`config.mk`:
```
export PLATFORM = sky130hd
export DESIGN_NAME = kmse_encoder
export DESIGN_NICKNAME = d
export VERILOG_FILES = /design/src/common/kmse_pkg.sv /design/src/hdl/kmse_encoder.sv
export VERILOG_INCLUDE_DIRS = /design/src /design/src/common
export SDC_FILE = /design/constraint.sdc
export NUM_CORES = 1
export LEC_CHECK = 0
export ABC_AREA = 1
export BUFFER_PORTS_ARGS = -buffer_cell sky130_fd_sc_hd__clkbuf_2
export CAP_MARGIN = 20
export CORE_MARGIN = 3
export CORE_UTILIZATION = 60
export CTS_CLUSTER_DIAMETER = 40
export DETAILED_ROUTE_END_ITERATION = 6
export HOLD_SLACK_MARGIN = 0.12
export PLACE_DENSITY = 0.79
export SLEW_MARGIN = 20
export SYNTH_ARGS = -nofsm -noshare
export SYNTH_HDL_FRONTEND = slang
export SYNTH_SLANG_ARGS = --single-unit
```
`constraint.sdc`:
```
create_clock -name i_clk -period 3.3 [get_ports i_clk]
set_clock_uncertainty 0.2 [all_clocks]
set_input_delay 0.33 -clock i_clk [delete_from_list [all_inputs] [get_ports i_clk]]
set_output_delay 0.33 -clock i_clk [all_outputs]
set_load 0.03 [all_outputs]
```
`src/common/kmse_regs.svh`:
```
`ifndef KMSE_REGS_SVH
`define KMSE_REGS_SVH
`define KMSE_CLK_HZ 125000000
`define KMSE_NUM_COLS 4
`define KMSE_ROWS_SMALL 4
`define KMSE_ROWS_LARGE 5
`define KMSE_SCAN_HZ 10000
`define KMSE_SCAN_CYC (`KMSE_CLK_HZ / `KMSE_SCAN_HZ)
`define KMSE_MASK_R_OHM 10000
`define KMSE_MASK_C_NF 100
`define KMSE_MASK_T_NS (`KMSE_MASK_R_OHM * `KMSE_MASK_C_NF / 1000 * 1000)
`define KMSE_MASK_CYC (`KMSE_MASK_T_NS / 8)
`define KMSE_RELEASE_CYC (`KMSE_MASK_CYC * 7 / 10)
`endif

```
`src/common/kmse_pkg.sv`:
```
package kmse_pkg;
  typedef enum logic [1:0] {
    KMSE_SCAN = 2'b00,
    KMSE_DEBOUNCE = 2'b01,
    KMSE_HELD = 2'b10,
    KMSE_RELEASE = 2'b11
  } kmse_state_t;
  typedef struct packed {
    logic key_valid_flag;
    logic [4:0] code;
  } kmse_key_t;
endpackage

```
`src/hdl/kmse_encoder.sv`:
```
`timescale 1ns/1ps
`default_nettype none
`include "kmse_regs.svh"
// Summary of operation
// - serve 4 columns by 4 or 5 rows
// - code is 4 or 5 bits wide
// - rows idle high, columns low in turn
// - 2-bit counter decoded one-hot onto columns
// - row low on driven column freezes scan
// - row low starts debounce, locks other rows
// - code is row index times four plus column count
// - debounce expiry latches code, raises valid
// - early release restarts scan and timer
// - after release wait timeout before new closure
// - second key ignored until first released
// - code outputs driven only while enable low
// - debounce about RC, release about 0.7 RC
// - enable from i_output_enable_n alone, independent of valid
module kmse_encoder #(
  parameter int NUM_ROWS = `KMSE_ROWS_LARGE,
  parameter int SCAN_CYC = `KMSE_SCAN_CYC,
  parameter int MASK_CYC = `KMSE_MASK_CYC,
  parameter int RELEASE_CYC = `KMSE_RELEASE_CYC
) (
  input wire logic i_clk,
  input wire logic i_rst_n,
  input wire logic [NUM_ROWS-1:0] i_row_sense,
  input wire logic i_output_enable_n,
  output logic [`KMSE_NUM_COLS-1:0] o_column_drive_oe,
  output logic [`KMSE_NUM_COLS-1:0] o_column_drive,
  output kmse_pkg::kmse_key_t o_key,
  output logic [4:0] o_code_oe
);
  import kmse_pkg::*;

  localparam int CODE_W = (NUM_ROWS > `KMSE_ROWS_SMALL) ? 5 : 4;

  logic [NUM_ROWS-1:0] row_meta_q;
  logic [NUM_ROWS-1:0] row_sync_q;
  kmse_state_t state_q;
  kmse_state_t state_d;
  logic [1:0] col_q;
  logic [2:0] row_idx_q;
  logic [31:0] scan_cnt_q;
  logic [31:0] tmr_q;
  logic [4:0] code_q;
  logic valid_q;

  // first flop feeds only the second
  always_ff @(posedge i_clk) begin
    if (!i_rst_n) begin
      row_meta_q <= '1;
      row_sync_q <= '1;
    end else begin
      row_meta_q <= i_row_sense;
      row_sync_q <= row_meta_q;
    end
  end

  // lowest active row, its index and presence
  logic [2:0] low_idx;
  logic any_low;
  always_comb begin
    low_idx = 3'h0;
    any_low = 1'b0;
    for (int r = NUM_ROWS - 1; r >= 0; r--) begin
      if (!row_sync_q[r]) begin
        low_idx = 3'(r);
        any_low = 1'b1;
      end
    end
  end

  wire scan_tick = (scan_cnt_q == 32'(SCAN_CYC - 1));
  wire locked_low = !row_sync_q[row_idx_q];
  wire tmr_done = (tmr_q == 32'h0);
  wire [4:0] new_code = 5'({row_idx_q, col_q});

  always_comb begin
    state_d = state_q;
    unique case (state_q)
      KMSE_SCAN: begin
        if (any_low) begin
          state_d = KMSE_DEBOUNCE;
        end
      end
      KMSE_DEBOUNCE: begin
        if (!locked_low) begin
          state_d = KMSE_SCAN;
        end else if (tmr_done) begin
          state_d = KMSE_HELD;
        end
      end
      KMSE_HELD: begin
        if (!locked_low) begin
          state_d = KMSE_RELEASE;
        end
      end
      KMSE_RELEASE: begin
        if (locked_low) begin
          state_d = KMSE_HELD;
        end else if (tmr_done) begin
          state_d = KMSE_SCAN;
        end
      end
    endcase
  end

  always_ff @(posedge i_clk) begin
    if (!i_rst_n) begin
      scan_cnt_q <= 32'h0;
      col_q <= 2'h0;
    end else if (state_q == KMSE_SCAN && !any_low) begin
      scan_cnt_q <= scan_tick ? 32'h0 : scan_cnt_q + 32'h1;
      if (scan_tick) begin
        col_q <= col_q + 2'h1;
      end
    end
  end

  always_ff @(posedge i_clk) begin
    if (!i_rst_n) begin
      state_q <= KMSE_SCAN;
      row_idx_q <= 3'h0;
      tmr_q <= 32'h0;
    end else begin
      state_q <= state_d;
      if (state_q == KMSE_SCAN && any_low) begin
        row_idx_q <= low_idx;
        tmr_q <= 32'(MASK_CYC - 1);
      end else if (state_q == KMSE_HELD && !locked_low) begin
        tmr_q <= 32'(RELEASE_CYC - 1);
      end else if (state_q == KMSE_RELEASE && locked_low) begin
        tmr_q <= 32'h0;
      end else if (!tmr_done) begin
        tmr_q <= tmr_q - 32'h1;
      end
    end
  end

  // output register and valid flag
  always_ff @(posedge i_clk) begin
    if (!i_rst_n) begin
      code_q <= 5'h0;
      valid_q <= 1'b0;
    end else begin
      if (state_q == KMSE_DEBOUNCE && locked_low && tmr_done) begin
        code_q <= new_code;
        valid_q <= 1'b1;
      end else if (state_q == KMSE_HELD && !locked_low) begin
        valid_q <= 1'b0;
      end
    end
  end

  // one-hot open-drain column drive, held while a key is tracked
  genvar c;
  generate
    for (c = 0; c < `KMSE_NUM_COLS; c++) begin : g_col
      assign o_column_drive[c] = 1'b0;
      assign o_column_drive_oe[c] = (col_q == 2'(c));
    end
  endgenerate

  wire code_en = !i_output_enable_n;
  assign o_key.key_valid_flag = valid_q;
  assign o_key.code = code_q & 5'((1 << CODE_W) - 1);
  assign o_code_oe = {5{code_en}} & 5'((1 << CODE_W) - 1);
endmodule
`default_nettype wire

```
# Word level (Yosys, flattened, before mapping)

Index checks and enable logic that the tools add are counted.

Bitwise operators: 1
Equal/unequal tests: 13
Magnitude comparators: 1
Multiplexer cells: 26
Reduce and logical (&&, ||, !) cells: 17
$add $sub $neg: 3

Operators by type and width:

| operator              | number |
|---|---|
| $mux 17               | 4 |
| $add 32x1->32 const B | 1 |
| $eq 32x14->1 const B  | 1 |
| $logic_not 32->1      | 1 |
| $mux 32               | 1 |
| $sub 32x1->32 const B | 1 |
| $mux 3                | 5 |
| $mux 2                | 6 |
| $eq 2x2->1 const B    | 4 |
| $mux 1                | 8 |
| $pmux 2 s4            | 1 |
| $logic_and 1x1->1     | 6 |
| $ne 3x3->1 const B    | 2 |
| $eq 2x1->1 const B    | 2 |
| $logic_not 2->1       | 2 |
| $lt 3x4->1 const B    | 1 |
| $ne 2x2->1 const B    | 2 |
| $ne 4x1->1 const B    | 1 |
| $reduce_and 4->1      | 1 |
| $reduce_or 4->1       | 1 |
| $bmux 1 s3            | 1 |
| $logic_not 1->1       | 3 |
| $ne 3x1->1 const B    | 1 |
| $add 2x1->2 const B   | 1 |
| 4 further kinds       | 4 |

Output and inout port bits: 19
Register bits: 87
Input port bits: 8

# Depth between registers and ports, before layout

Gate-level depths: netlist of run 1.

Word-level depth: 8
Mapped depth: 13
Gate-level depth less buffers: 13

# Least setup slack after synthesis of run 1

Ideal clock, no wire load.

Path kind: register -> register
Start point: register tmr_q[0]
End point: register tmr_q[18]
Data arrival time: 1.483 ns
Path slack: 1.503 ns
Cell stages (with the launch flop): 12
Required time: 2.986 ns
Cells stage by stage: dfxtp_1 inv_1 ha_1 nand2_2 nor2_4 inv_2 nor2_4 nand2_2 buf_6 nand3b_1 xor2_1 nor2_1

Word-level cells in the longest chain between the ends: 1

Ends and longest elaborated chain:

| what                                              | RTL line                                | text |
|---|---|---|
| start: declaration                                | kmse_encoder.sv:45                      | `logic [31:0] tmr_q;` |
| start signal: assignment                          | kmse_encoder.sv:130                     | `tmr_q <= 32'(MASK_CYC - 1);` |
| start signal: assignment                          | kmse_encoder.sv:132                     | `tmr_q <= 32'(RELEASE_CYC - 1);` |
| start signal: assignment                          | kmse_encoder.sv:136                     | `tmr_q <= tmr_q - 32'h1;` |
| $sub 32x1->32 or $logic_not 32->1 (tied branches) | kmse_encoder.sv:136, kmse_encoder.sv:76 |  |

Several ways; a longest one is shown, not always the timed one.
A chain may end at the register's enable or synchronous reset.

# Final worst setup path of run 1

Start point: register tmr_q[0]
End point: register code_q[4]

Word-level cells in the longest chain between the ends: 2

Ends and longest elaborated chain:

| what                   | RTL line            | text |
|---|---|---|
| $logic_not 32->1       | kmse_encoder.sv:76  | `wire tmr_done = (tmr_q == 32'h0);` |
| $logic_and 1x1->1      | kmse_encoder.sv:147 | `if (state_q == KMSE_DEBOUNCE && locked_low && tmr_done) begin` |
| end signal: assignment | kmse_encoder.sv:148 | `code_q <= new_code;` |
| end: declaration       | kmse_encoder.sv:46  | `logic [4:0] code_q;` |

Every way passes these cells.

==> impl_metrics.py, run 1 <==
metrics = {
    "die": {
        "ios": 27,
        "die_area_sq_mm": 0.00904,
        "chipWidth_um": 95.1,
        "start_util_pct": 63.6,
        "core_area_sq_mm": 0.00749,
        "die_y_um": 95.1,
        "num_rows": 31,
    },
    "clock_network": {
        "cts_tree": "done",
        "clk_latency_ns": 0.37,
        "cts_setup_buffers": 0,
        "root_buffer": "clkbuf_8",
        "cts_hold_buf": 6,
        "cts_buffer_depth": 2,
        "clk_pin_slew_worst_paths_ns": 0.10,
        "cts-buffers-inserted": 9,
        "cts-resized-gates": 0,
        "clock-sinks": 87,
        "htree_levels": 3,
    },
    "worst_setup_path": {
        "crit-reg2reg-launch": "tmr_q[0]$_SDFFE_PN0P_",
        "crit_path_end_kind": "flip-flop",
        "worstPathMaxFanout": 12,
        "critPathLaunchType": "flip-flop",
        "regToRegEndpoint": "code_q[4]$_SDFFE_PN0P_",
        "cp-startpoint": "tmr_q[0]$_SDFFE_PN0P_",
        "worstPathRequired_ns": 3.41,
        "reg2regPathDepth": 10,
        "criticalPathCategory": "reg2reg",
        "crit_end": "code_q[4]$_SDFFE_PN0P_",
        "arrival_ns": 2.54,
        "r2r_slack_ns": 0.87,
    },
    "global_route": {
        "grt_pass1_wl_um": 19200,
        "antenna_found_initial": 0,
        "grt_max_degree": 35,
        "grt_usage_pct": 26.9,
        "grt_pass1_vias": 4276,
        "grt_overflow": 0,
    },
    "sta": {
        "slew_headroom_pct": 46.9,
        "hold_viol": 0,
        "finalSetupViolCount": 0,
        "rsz0062_at_grt": "no",
        "fin_setup_tns_ns": 0,
        "fin_crit_sh_pct": 73.7,
        "worst_pin_slew_ns": 0.793,
        "max_freq_mhz": 411,
        "holdWs_ns": 0.216,
        "finalMaxSlewViolations": 0,
        "period_minus_slack_ns": 2.43,
    },
    "finish": {
        "fin_cells": 817,
        "syn_to_final_growth_pct": 8.78,
        "diodes": 0,
        "multi_input_area_sq_mm": 0.00262,
        "nets": 727,
        "area.sequential_sq_mm": 0.00174,
        "n_fill_cell": 647,
        "drive_gt1_share_pct": 13.4,
    },
    "routing": {
        "first_iter_violations": 326,
        "dr.pass1.iters": 5,
        "post_drt_wl_per_cell_um": 13.9,
        "vias_per_cell": 5.53,
        "vias": 4516,
        "ant_nets": 0,
        "detail_route.wirelength_um": 11400,
        "drc_errors": 0,
    },
    "logic_synthesis": {
        "synth_cell_types": 39,
        "synth_common_cells": "134 x nand2_1, 123 x nor2_1, 87 x dfxtp_1",
        "async_reset_ff_share_pct": 0,
        "synth_top_area_share_pct": 36.6,
        "synthesis.area_sq_mm": 0.00476,
        "synth_edf_count": 0,
        "yosys_register_bits": 87,
        "synth.area.top_cells": "dfxtp_1 37%, nand2_1 11%, nor2_1 9.7%",
        "seq_area_frac_synth_pct": 36.6,
        "avgSynthCellArea_sq_um": 6.89,
        "synth_area_leader_cell": "dfxtp_1",
        "ys_warn_count": 0,
        "synth.most_common_cell": "nand2_1",
        "synth_cells": 691,
        "synth_ff_type": "dfxtp_1",
    },
    "pwr": {
        "powerDensity_mw_per_mm2": 590,
        "p_leak_nw": 2.19,
        "peakVddDrop_v": 0.000318,
    },
    "job": {
        "drv_cap": 0,
    },
    "placement": {
        "io_buffers": 22,
        "place_hpwl_um": 8470,
        "dp_cells": 795,
        "gp_congestion": 0.992,
    },
    "min_path": {
        "hp-class": "reg2reg",
        "holdCritStartpoint": "row_meta_q[2]$_SDFF_PN1_",
    },
    "outcome": {
        "outcome": "completed",
    },
}
==> how the worst min path moves through the flow <==
stage,slack (ns),endpoint,depth (start not counted)
6_report,0.22,row_sync_q[2]$_SDFF_PN1_,1
5_1_grt,0.22,row_sync_q[0]$_SDFF_PN1_,1
4_1_cts,0.22,row_sync_q[0]$_SDFF_PN1_,1
3_5_place_dp,0.20,row_sync_q[4]$_SDFF_PN1_,1
3_3_place_gp,0.20,row_sync_q[4]$_SDFF_PN1_,1
2_1_floorplan,0.19,row_sync_q[0]$_SDFF_PN1_,1
==> stage by stage <==
step                power, mW  instance area [sq um]  worst slack [ns]  util (%)
finish                   3.05                   5180             0.868      69.2
global route             3.24                   5180             0.597      69.2
CTS                      3.06                   5180             0.842      69.2
detailed placement       2.13                   4870             0.918      65.1
global placement         2.11                   4870              1.06      65.1
floorplan                1.96                   4770              1.50         -
==> flip-flops by register name, summed over array words and instances, names as in the netlist, named ones only <==
register and flops:
code_q 5, col_q 2, row_idx_q 3, row_meta_q 5
row_sync_q 5, scan_cnt_q 32, state_q 1, tmr_q 32
valid_q 1
==> power breakdown <==
group / leakage (nW) / internal, mW / switching [mW]
combinational: 1.35 / 0.306 / 0.594
sequential: 0.708 / 1.14 / 0.0944
clock: 0.125 / 0.514 / 0.406
total: 2.19 / 1.96 / 1.09
==> kinds of logic after synthesis <==
logic type | count (synthesis) | share of synthesized area, %
buf+inv | 91 | 8.54
compound gates | 70 | 7.65
simple gates | 404 | 39.7
xor+xnor | 32 | 5.89
fa+ha+maj | 6 | 1.58
flops | 87 | 36.6
other cells | 1 | 0.0788
==> layout by cell type (no fill, tap or decap), drive strengths merged <==
master,synthesis,final
nand2,144,144
nor2,138,138
dfxtp,87,87
inv,69,73
nand3,53,53
a21oi,44,44
clkbuf,5,31
nor3,29,29
nand4,21,21
xor2,19,19
o21ai,19,19
xnor2,13,13
or2,11,11
ha,6,6
dlygate4sd3,0,6
nor4,4,4
conb,1,4
a31oi,3,3
bufinv,0,3
o21a,2,2
nand3b,2,2
nor3b,2,2
clkinv,1,1
o22ai,1,1
o32ai,1,1
buf,16,1
==> worst max-delay path, stage by stage, from the launching register on <==
cell     delay (ns)
dfxtp_1        0.33
inv_1          0.09
ha_1           0.25
nand2_2        0.12
nor2_4         0.17
inv_2          0.08
nor2_4         0.13
nand2_2        0.18
nor2_1         0.53
o21ai_0        0.15
a21oi_1        0.14
==> layer usage <==
| metal | vias to the layer above | GRT usage (%) | wire, um |
|---|---|---|---|
| li1 | 2274 | - | - |
| met1 | 2058 | 32.1 | 4830 |
| met2 | 150 | 47.0 | 5610 |
| met3 | 34 | 4.89 | 603 |
| met4 | 0 | 12.0 | 346 |
| met5 | - | 0 | 0 |
==> layout make-up <==
cell class / count / area share [%]
Multi-Input combinational cell: 516 / 50.7
Clock inverter: 7 / 2.42
Clock buffer: 9 / 2.39
Tap cell: 99 / 2.39
Sequential cell: 87 / 33.6
Inverter: 70 / 5.07
Timing Repair Buffer: 29 / 3.43
(Power assumes the default switching activity.)
==> run 2: changes to the inputs <==
CORE_UTILIZATION = 55   (was 60)
PLACE_DENSITY = 0.76   (was 0.79)
clock period = 2.2 ns   (was 3.3 ns; I/O delays follow)
==> run 2 against run 1 <==
Against the previous run: non-clock buffer count rose by 21; routed wire length rose by 1.9%; clock-buffer cell count did not move; critical endpoint is now tmr_q[16]$_SDFFE_PN0P_.
==> impl_metrics.py, run 2 (same netlist as run 1, synthesis figures left out) <==
metrics = {
    "min_path": {
        "holdCritStartpoint": "row_meta_q[0]$_SDFF_PN1_",
        "min_path_cells": 1,
        "hp-class": "reg2reg",
        "worstHoldEndpoint": "row_sync_q[0]$_SDFF_PN1_",
    },
    "placement": {
        "io_buffers": 22,
        "place_area_sq_mm": 0.00501,
        "gp_congestion": 0.969,
        "place_hpwl_um": 8620,
    },
    "sta": {
        "rsz0062_at_grt": "no",
        "period_minus_slack_ns": 2.05,
        "fin_crit_sh_pct": 93.0,
        "max_freq_mhz": 489,
        "slew_headroom_pct": 62.2,
        "finalMaxSlewViolations": 0,
        "finalSetupViolCount": 0,
        "hold_viol": 0,
        "worst_pin_slew_ns": 0.562,
        "fin_setup_tns_ns": 0,
    },
    "pwr": {
        "powerDensity_mw_per_mm2": 821,
        "swShare_pct": 39.1,
        "p_seq_share_pct": 42.3,
        "switchingPower_mw": 1.71,
        "peakVddDrop_v": 0.000380,
        "pwr-share-clk_pct": 25.6,
        "comb_power_share_pct": 32.1,
        "p_leak_nw": 2.28,
        "p_int_mw": 2.66,
    },
    "routing": {
        "vias_per_cell": 5.36,
        "detail_route.wirelength_um": 11600,
        "drc_errors": 0,
        "vias": 4521,
        "post_drt_wl_per_cell_um": 13.7,
        "dr.pass1.iters": 4,
        "ant_nets": 0,
        "first_iter_violations": 249,
    },
    "worst_setup_path": {
        "critPathLaunchType": "flip-flop",
        "regToRegEndpoint": "tmr_q[16]$_SDFFE_PN0P_",
        "worstPathMaxFanout": 8,
        "worstPathRequired_ns": 2.25,
        "reg2regPathDepth": 10,
        "crit-reg2reg-launch": "tmr_q[0]$_SDFFE_PN0P_",
        "arrival_ns": 2.10,
        "criticalPathCategory": "reg2reg",
        "crit_path_end_kind": "flip-flop",
        "r2r_slack_ns": 0.15,
    },
    "die": {
        "num_rows": 33,
        "core_area_sq_mm": 0.00830,
        "start_util_pct": 57.4,
        "die_y_um": 99.0,
        "die_area_sq_mm": 0.00981,
        "chipWidth_um": 99.0,
        "ios": 27,
    },
    "global_route": {
        "grt_usage_pct": 24.7,
        "grt_pass1_vias": 4355,
        "grt_pass1_wl_um": 19800,
        "grt_overflow": 0,
        "grt_max_degree": 35,
        "antenna_found_initial": 0,
    },
    "clock_network": {
        "cts_buffer_depth": 2,
        "root_buffer": "clkbuf_8",
        "cts-buffers-inserted": 9,
        "htree_levels": 3,
        "clock-sinks": 87,
        "clk_pin_slew_worst_paths_ns": 0.10,
        "cts_tree": "done",
        "clk_latency_ns": 0.37,
    },
    "finish": {
        "nets": 748,
        "final_cell_mix": "133 x nand2_1, 121 x nor2_1, 87 x dfxtp_1",
        "n_fill_cell": 755,
        "final_area_sq_mm": 0.00533,
        "area.sequential_sq_mm": 0.00174,
        "drive_gt1_share_pct": 16.5,
        "syn_to_final_growth_pct": 11.9,
        "diodes": 0,
        "top_regs": "scan_cnt_q x32, tmr_q x32",
        "multi_input_area_sq_mm": 0.00266,
        "utilization_pct": 64.2,
        "final_common_cell": "nand2_1",
    },
    "job": {
        "drv_cap": 0,
    },
    "outcome": {
        "outcome": "completed",
    },
}
-- run 2: cell count changes in the layout (fill, tap and decap cells not counted), moves of 2 or more --
cell | before | now
buf_4 | 1 | 21
bufinv_16 | 3 | 0
inv_8 | 0 | 3
clkinv_4 | 0 | 2
inv_6 | 4 | 2
nor2_1 | 123 | 121
-- run 2: layout make-up --
| class | count | share of cell area (%) |
|---|---|---|
| multi-input combinational | 516 | 49.9 |
| sequential | 87 | 32.7 |
| timing repair buffer | 50 | 6.37 |
| inverter | 70 | 4.93 |
| tap | 105 | 2.47 |
| clock buffer | 9 | 2.33 |
| clock inverter | 7 | 1.29 |
-- run 2: repair_timing --
item / CTS / global route
hold buffers: 6 / 0
buffers inserted: 0 / 3
endpoints found under the setup margin: 13 / 13
pin swaps: 0 / 1
gates cloned: 0 / 0
gates resized for setup: 2 / 7
endpoints found under the hold margin: 23 / 0
-- run 2: layer usage --
layer / vias to the layer above / wire (um) / global-route usage (%)
li1: 2309 / - / -
met1: 2045 / 5160 / 31.4
met2: 144 / 5560 / 41.3
met3: 23 / 655 / 3.33
met4: 0 / 226 / 11.6
met5: - / 0 / 0
-- run 2: worst max path at each step --
| stage | startpoint | to | slack, ns | cells after the start |
|---|---|---|---|---|
| CTS | tmr_q[0]$_SDFFE_PN0P_ | code_q[0]$_SDFFE_PN0P_ | 0.05 | 11 |
| detailed placement | scan_cnt_q[0]$_SDFFE_PN0P_ | scan_cnt_q[8]$_SDFFE_PN0P_ | -0.12 | 8 |
| global placement | scan_cnt_q[0]$_SDFFE_PN0P_ | scan_cnt_q[20]$_SDFFE_PN0P_ | -0.0001 | 8 |
| finish | tmr_q[0]$_SDFFE_PN0P_ | tmr_q[16]$_SDFFE_PN0P_ | 0.15 | 10 |
| global route | state_q[0]$_SDFFE_PN0P_ | scan_cnt_q[6]$_SDFFE_PN0P_ | 0.007 | 11 |
| floorplan | tmr_q[0]$_SDFFE_PN0P_ | tmr_q[18]$_SDFFE_PP0N_ | 0.40 | 11 |
-- run 2: critical path: stages, from the launching register on --
cell,delay [ns]
dfxtp_1,0.33
inv_1,0.13
ha_4,0.18
nand2_2,0.10
nor2_4,0.17
buf_4,0.14
nand4_2,0.24
inv_2,0.25
nor2_1,0.07
nand2_1,0.06
a21oi_1,0.06
-- run 2: stage by stage --
stage	power, mW	hold WS, ns	instances	setup WS [ns]
floorplan	2.95	0.127	694	0.403
global placement	3.18	0.195	819	-0.000119
detailed placement	3.20	0.197	819	-0.124
CTS	4.33	0.221	841	0.0464
global route	4.66	0.241	844	0.00657
finish	4.37	0.222	844	0.153
-- run 2: power by group through the flow --
stage	logic, mW	clock network, mW	registers, mW
3_3_place_gp	1.31	0	1.88
3_5_place_dp	1.32	0	1.88
4_1_cts	1.34	1.14	1.85
2_1_floorplan	1.09	0	1.85
6_report	1.41	1.12	1.85
5_1_grt	1.58	1.21	1.87
==> run 3: changes to the inputs <==
CORE_UTILIZATION = 60   (was 55)
PLACE_DENSITY = 0.79   (was 0.76)
clock period = 2 ns   (was 2.2 ns; I/O delays follow)
==> run 3 against run 2 <==
Against the previous run: utilization increased by 13 points; non-clock buffer count is 42 higher; sequential power rose by 9.7%; largest power group unchanged; register-to-register slack lost 0.06 ns; flip-flop and latch count unchanged; critical path type unchanged.
==> impl_metrics.py, run 3 (same netlist as run 1, synthesis figures left out) <==
metrics = {
    "outcome": {
        "outcome": "completed",
    },
    "clock_network": {
        "clk_latency_ns": 0.37,
        "cts_buffer_depth": 2,
        "clock-sinks": 87,
        "htree_levels": 3,
        "root_buffer": "clkbuf_8",
        "cts-buffers-inserted": 9,
        "clk_pin_slew_worst_paths_ns": 0.11,
        "cts_tree": "done",
    },
    "worst_setup_path": {
        "critPathLaunchType": "flip-flop",
        "cp_cell_sequence": "nor2_1 -> nand2_1 -> nor2_2 -> nand2_1 -> nor2_4 -> nand2_4 -> buf_6 -> nand3b_1 -> xor2_1 -> nor2_1",
        "worstPathMaxFanout": 6,
        "slowest_delay_ns": 0.34,
        "cp-startpoint": "tmr_q[22]$_SDFFE_PP0N_",
        "crit_path_end_kind": "flip-flop",
        "arrival_ns": 1.97,
        "criticalPathCategory": "reg2reg",
        "crit-reg2reg-launch": "tmr_q[22]$_SDFFE_PP0N_",
        "slowest_stage": "dfxtp_1",
        "worstPathRequired_ns": 2.06,
    },
    "global_route": {
        "grt_overflow": 0,
        "grt_pass1_wl_um": 20500,
        "grt_usage_pct": 28.8,
        "grt_pass1_vias": 4569,
        "grt_max_degree": 35,
        "antenna_found_initial": 0,
    },
    "routing": {
        "post_drt_wl_per_cell_um": 14.6,
        "drc_errors": 0,
        "dr.pass1.iters": 5,
        "vias_per_cell": 5.55,
        "detail_route.wirelength_um": 12900,
        "ant_nets": 0,
        "first_iter_violations": 361,
        "vias": 4888,
    },
    "pwr": {
        "p_leak_nw": 2.50,
        "powerDensity_mw_per_mm2": 890,
        "peakVddDrop_v": 0.000484,
    },
    "min_path": {
        "holdCritStartpoint": "row_meta_q[2]$_SDFF_PN1_",
        "hp-class": "reg2reg",
    },
    "sta": {
        "hold_viol": 0,
        "finalMaxSlewViolations": 0,
        "fin_crit_sh_pct": 95.5,
        "finalSetupViolCount": 0,
        "period_minus_slack_ns": 1.91,
        "holdWs_ns": 0.226,
        "rsz0062_at_grt": "yes",
        "fin_setup_tns_ns": 0,
        "max_freq_mhz": 523,
    },
    "die": {
        "ios": 27,
        "chipWidth_um": 95.1,
        "num_rows": 31,
        "die_area_sq_mm": 0.00904,
        "die_y_um": 95.1,
        "start_util_pct": 63.6,
        "core_area_sq_mm": 0.00749,
    },
    "finish": {
        "final_cell_mix": "133 x nand2_1, 113 x nor2_1, 81 x dfxtp_1",
        "syn_to_final_growth_pct": 20.6,
        "diodes": 0,
        "n_fill_cell": 545,
        "nets": 790,
        "drive_gt1_share_pct": 23.2,
        "utilization_pct": 76.7,
        "final_common_cell": "nand2_1",
        "top_regs": "scan_cnt_q x32, tmr_q x32",
    },
    "placement": {
        "place_hpwl_um": 9030,
        "io_buffers": 22,
        "gp_congestion": 0.979,
    },
    "job": {
        "drv_cap": 0,
    },
}
run 3: final cells by class:
cell class                 count  area (sq um)  share of cell area (%)
clock buffer                   9           124                    2.16
clock inverter                 7          72.6                    1.26
timing repair buffer          92           667                    11.6
sequential                    87          1750                    30.5
tap                           99           124                    2.16
inverter                      70           268                    4.66
multi-input combinational    516          2740                    47.7
run 3: path summary, 6_finish.rpt:
check / end / slack, ns / cells after the start
setup / recovery: tmr_q[18]$_SDFFE_PP0N_ / 0.09 / 10
hold / removal: row_sync_q[2]$_SDFF_PN1_ / 0.23 / 1
setup reg to reg: tmr_q[18]$_SDFFE_PP0N_ / 0.09 / 10
hold reg to reg: row_sync_q[2]$_SDFF_PN1_ / 0.23 / 1
run 3: metal layers:
metal | up-vias | track usage (%) | wire length, um
li1 | 2395 | - | -
met4 | 0 | 13.7 | 512
met3 | 53 | 4.34 | 844
met1 | 2220 | 34.6 | 5090
met5 | - | 0 | 0
met2 | 220 | 50.1 | 6410
run 3: metrics by stage:
step	worst slack, ns	total power [mW]	cell area [sq um]	instances
final	0.0891	5.11	5740	880
after global routing	-0.0377	5.39	5740	880
after CTS	0.00102	4.91	5510	865
after detailed placement	-0.209	3.65	5230	843
after global placement	-0.119	3.62	5230	843
after floorplan	0.203	3.24	4770	694
run 3: what timing repair did:
action,CTS,global route
endpoints found under the hold margin,26,0
endpoints found under the setup margin,30,42
hold buffers,6,0
gates resized for setup,6,34
pin swaps,2,10
buffers inserted,0,15
run 3: worst max-delay path, delay by kind of cell (launching register included):
family | cells | cell delay [ns]
AND/OR/NAND/NOR | 8 | 0.98
XOR/XNOR | 1 | 0.15
flip-flops | 1 | 0.34
buffers and inverters | 1 | 0.14
run 3: power by group:
part | total [mW] | internal [mW] | switching, mW
combinational | 1.84 | 0.728 | 1.11
clock | 1.24 | 0.491 | 0.748
sequential | 2.03 | 1.88 | 0.151
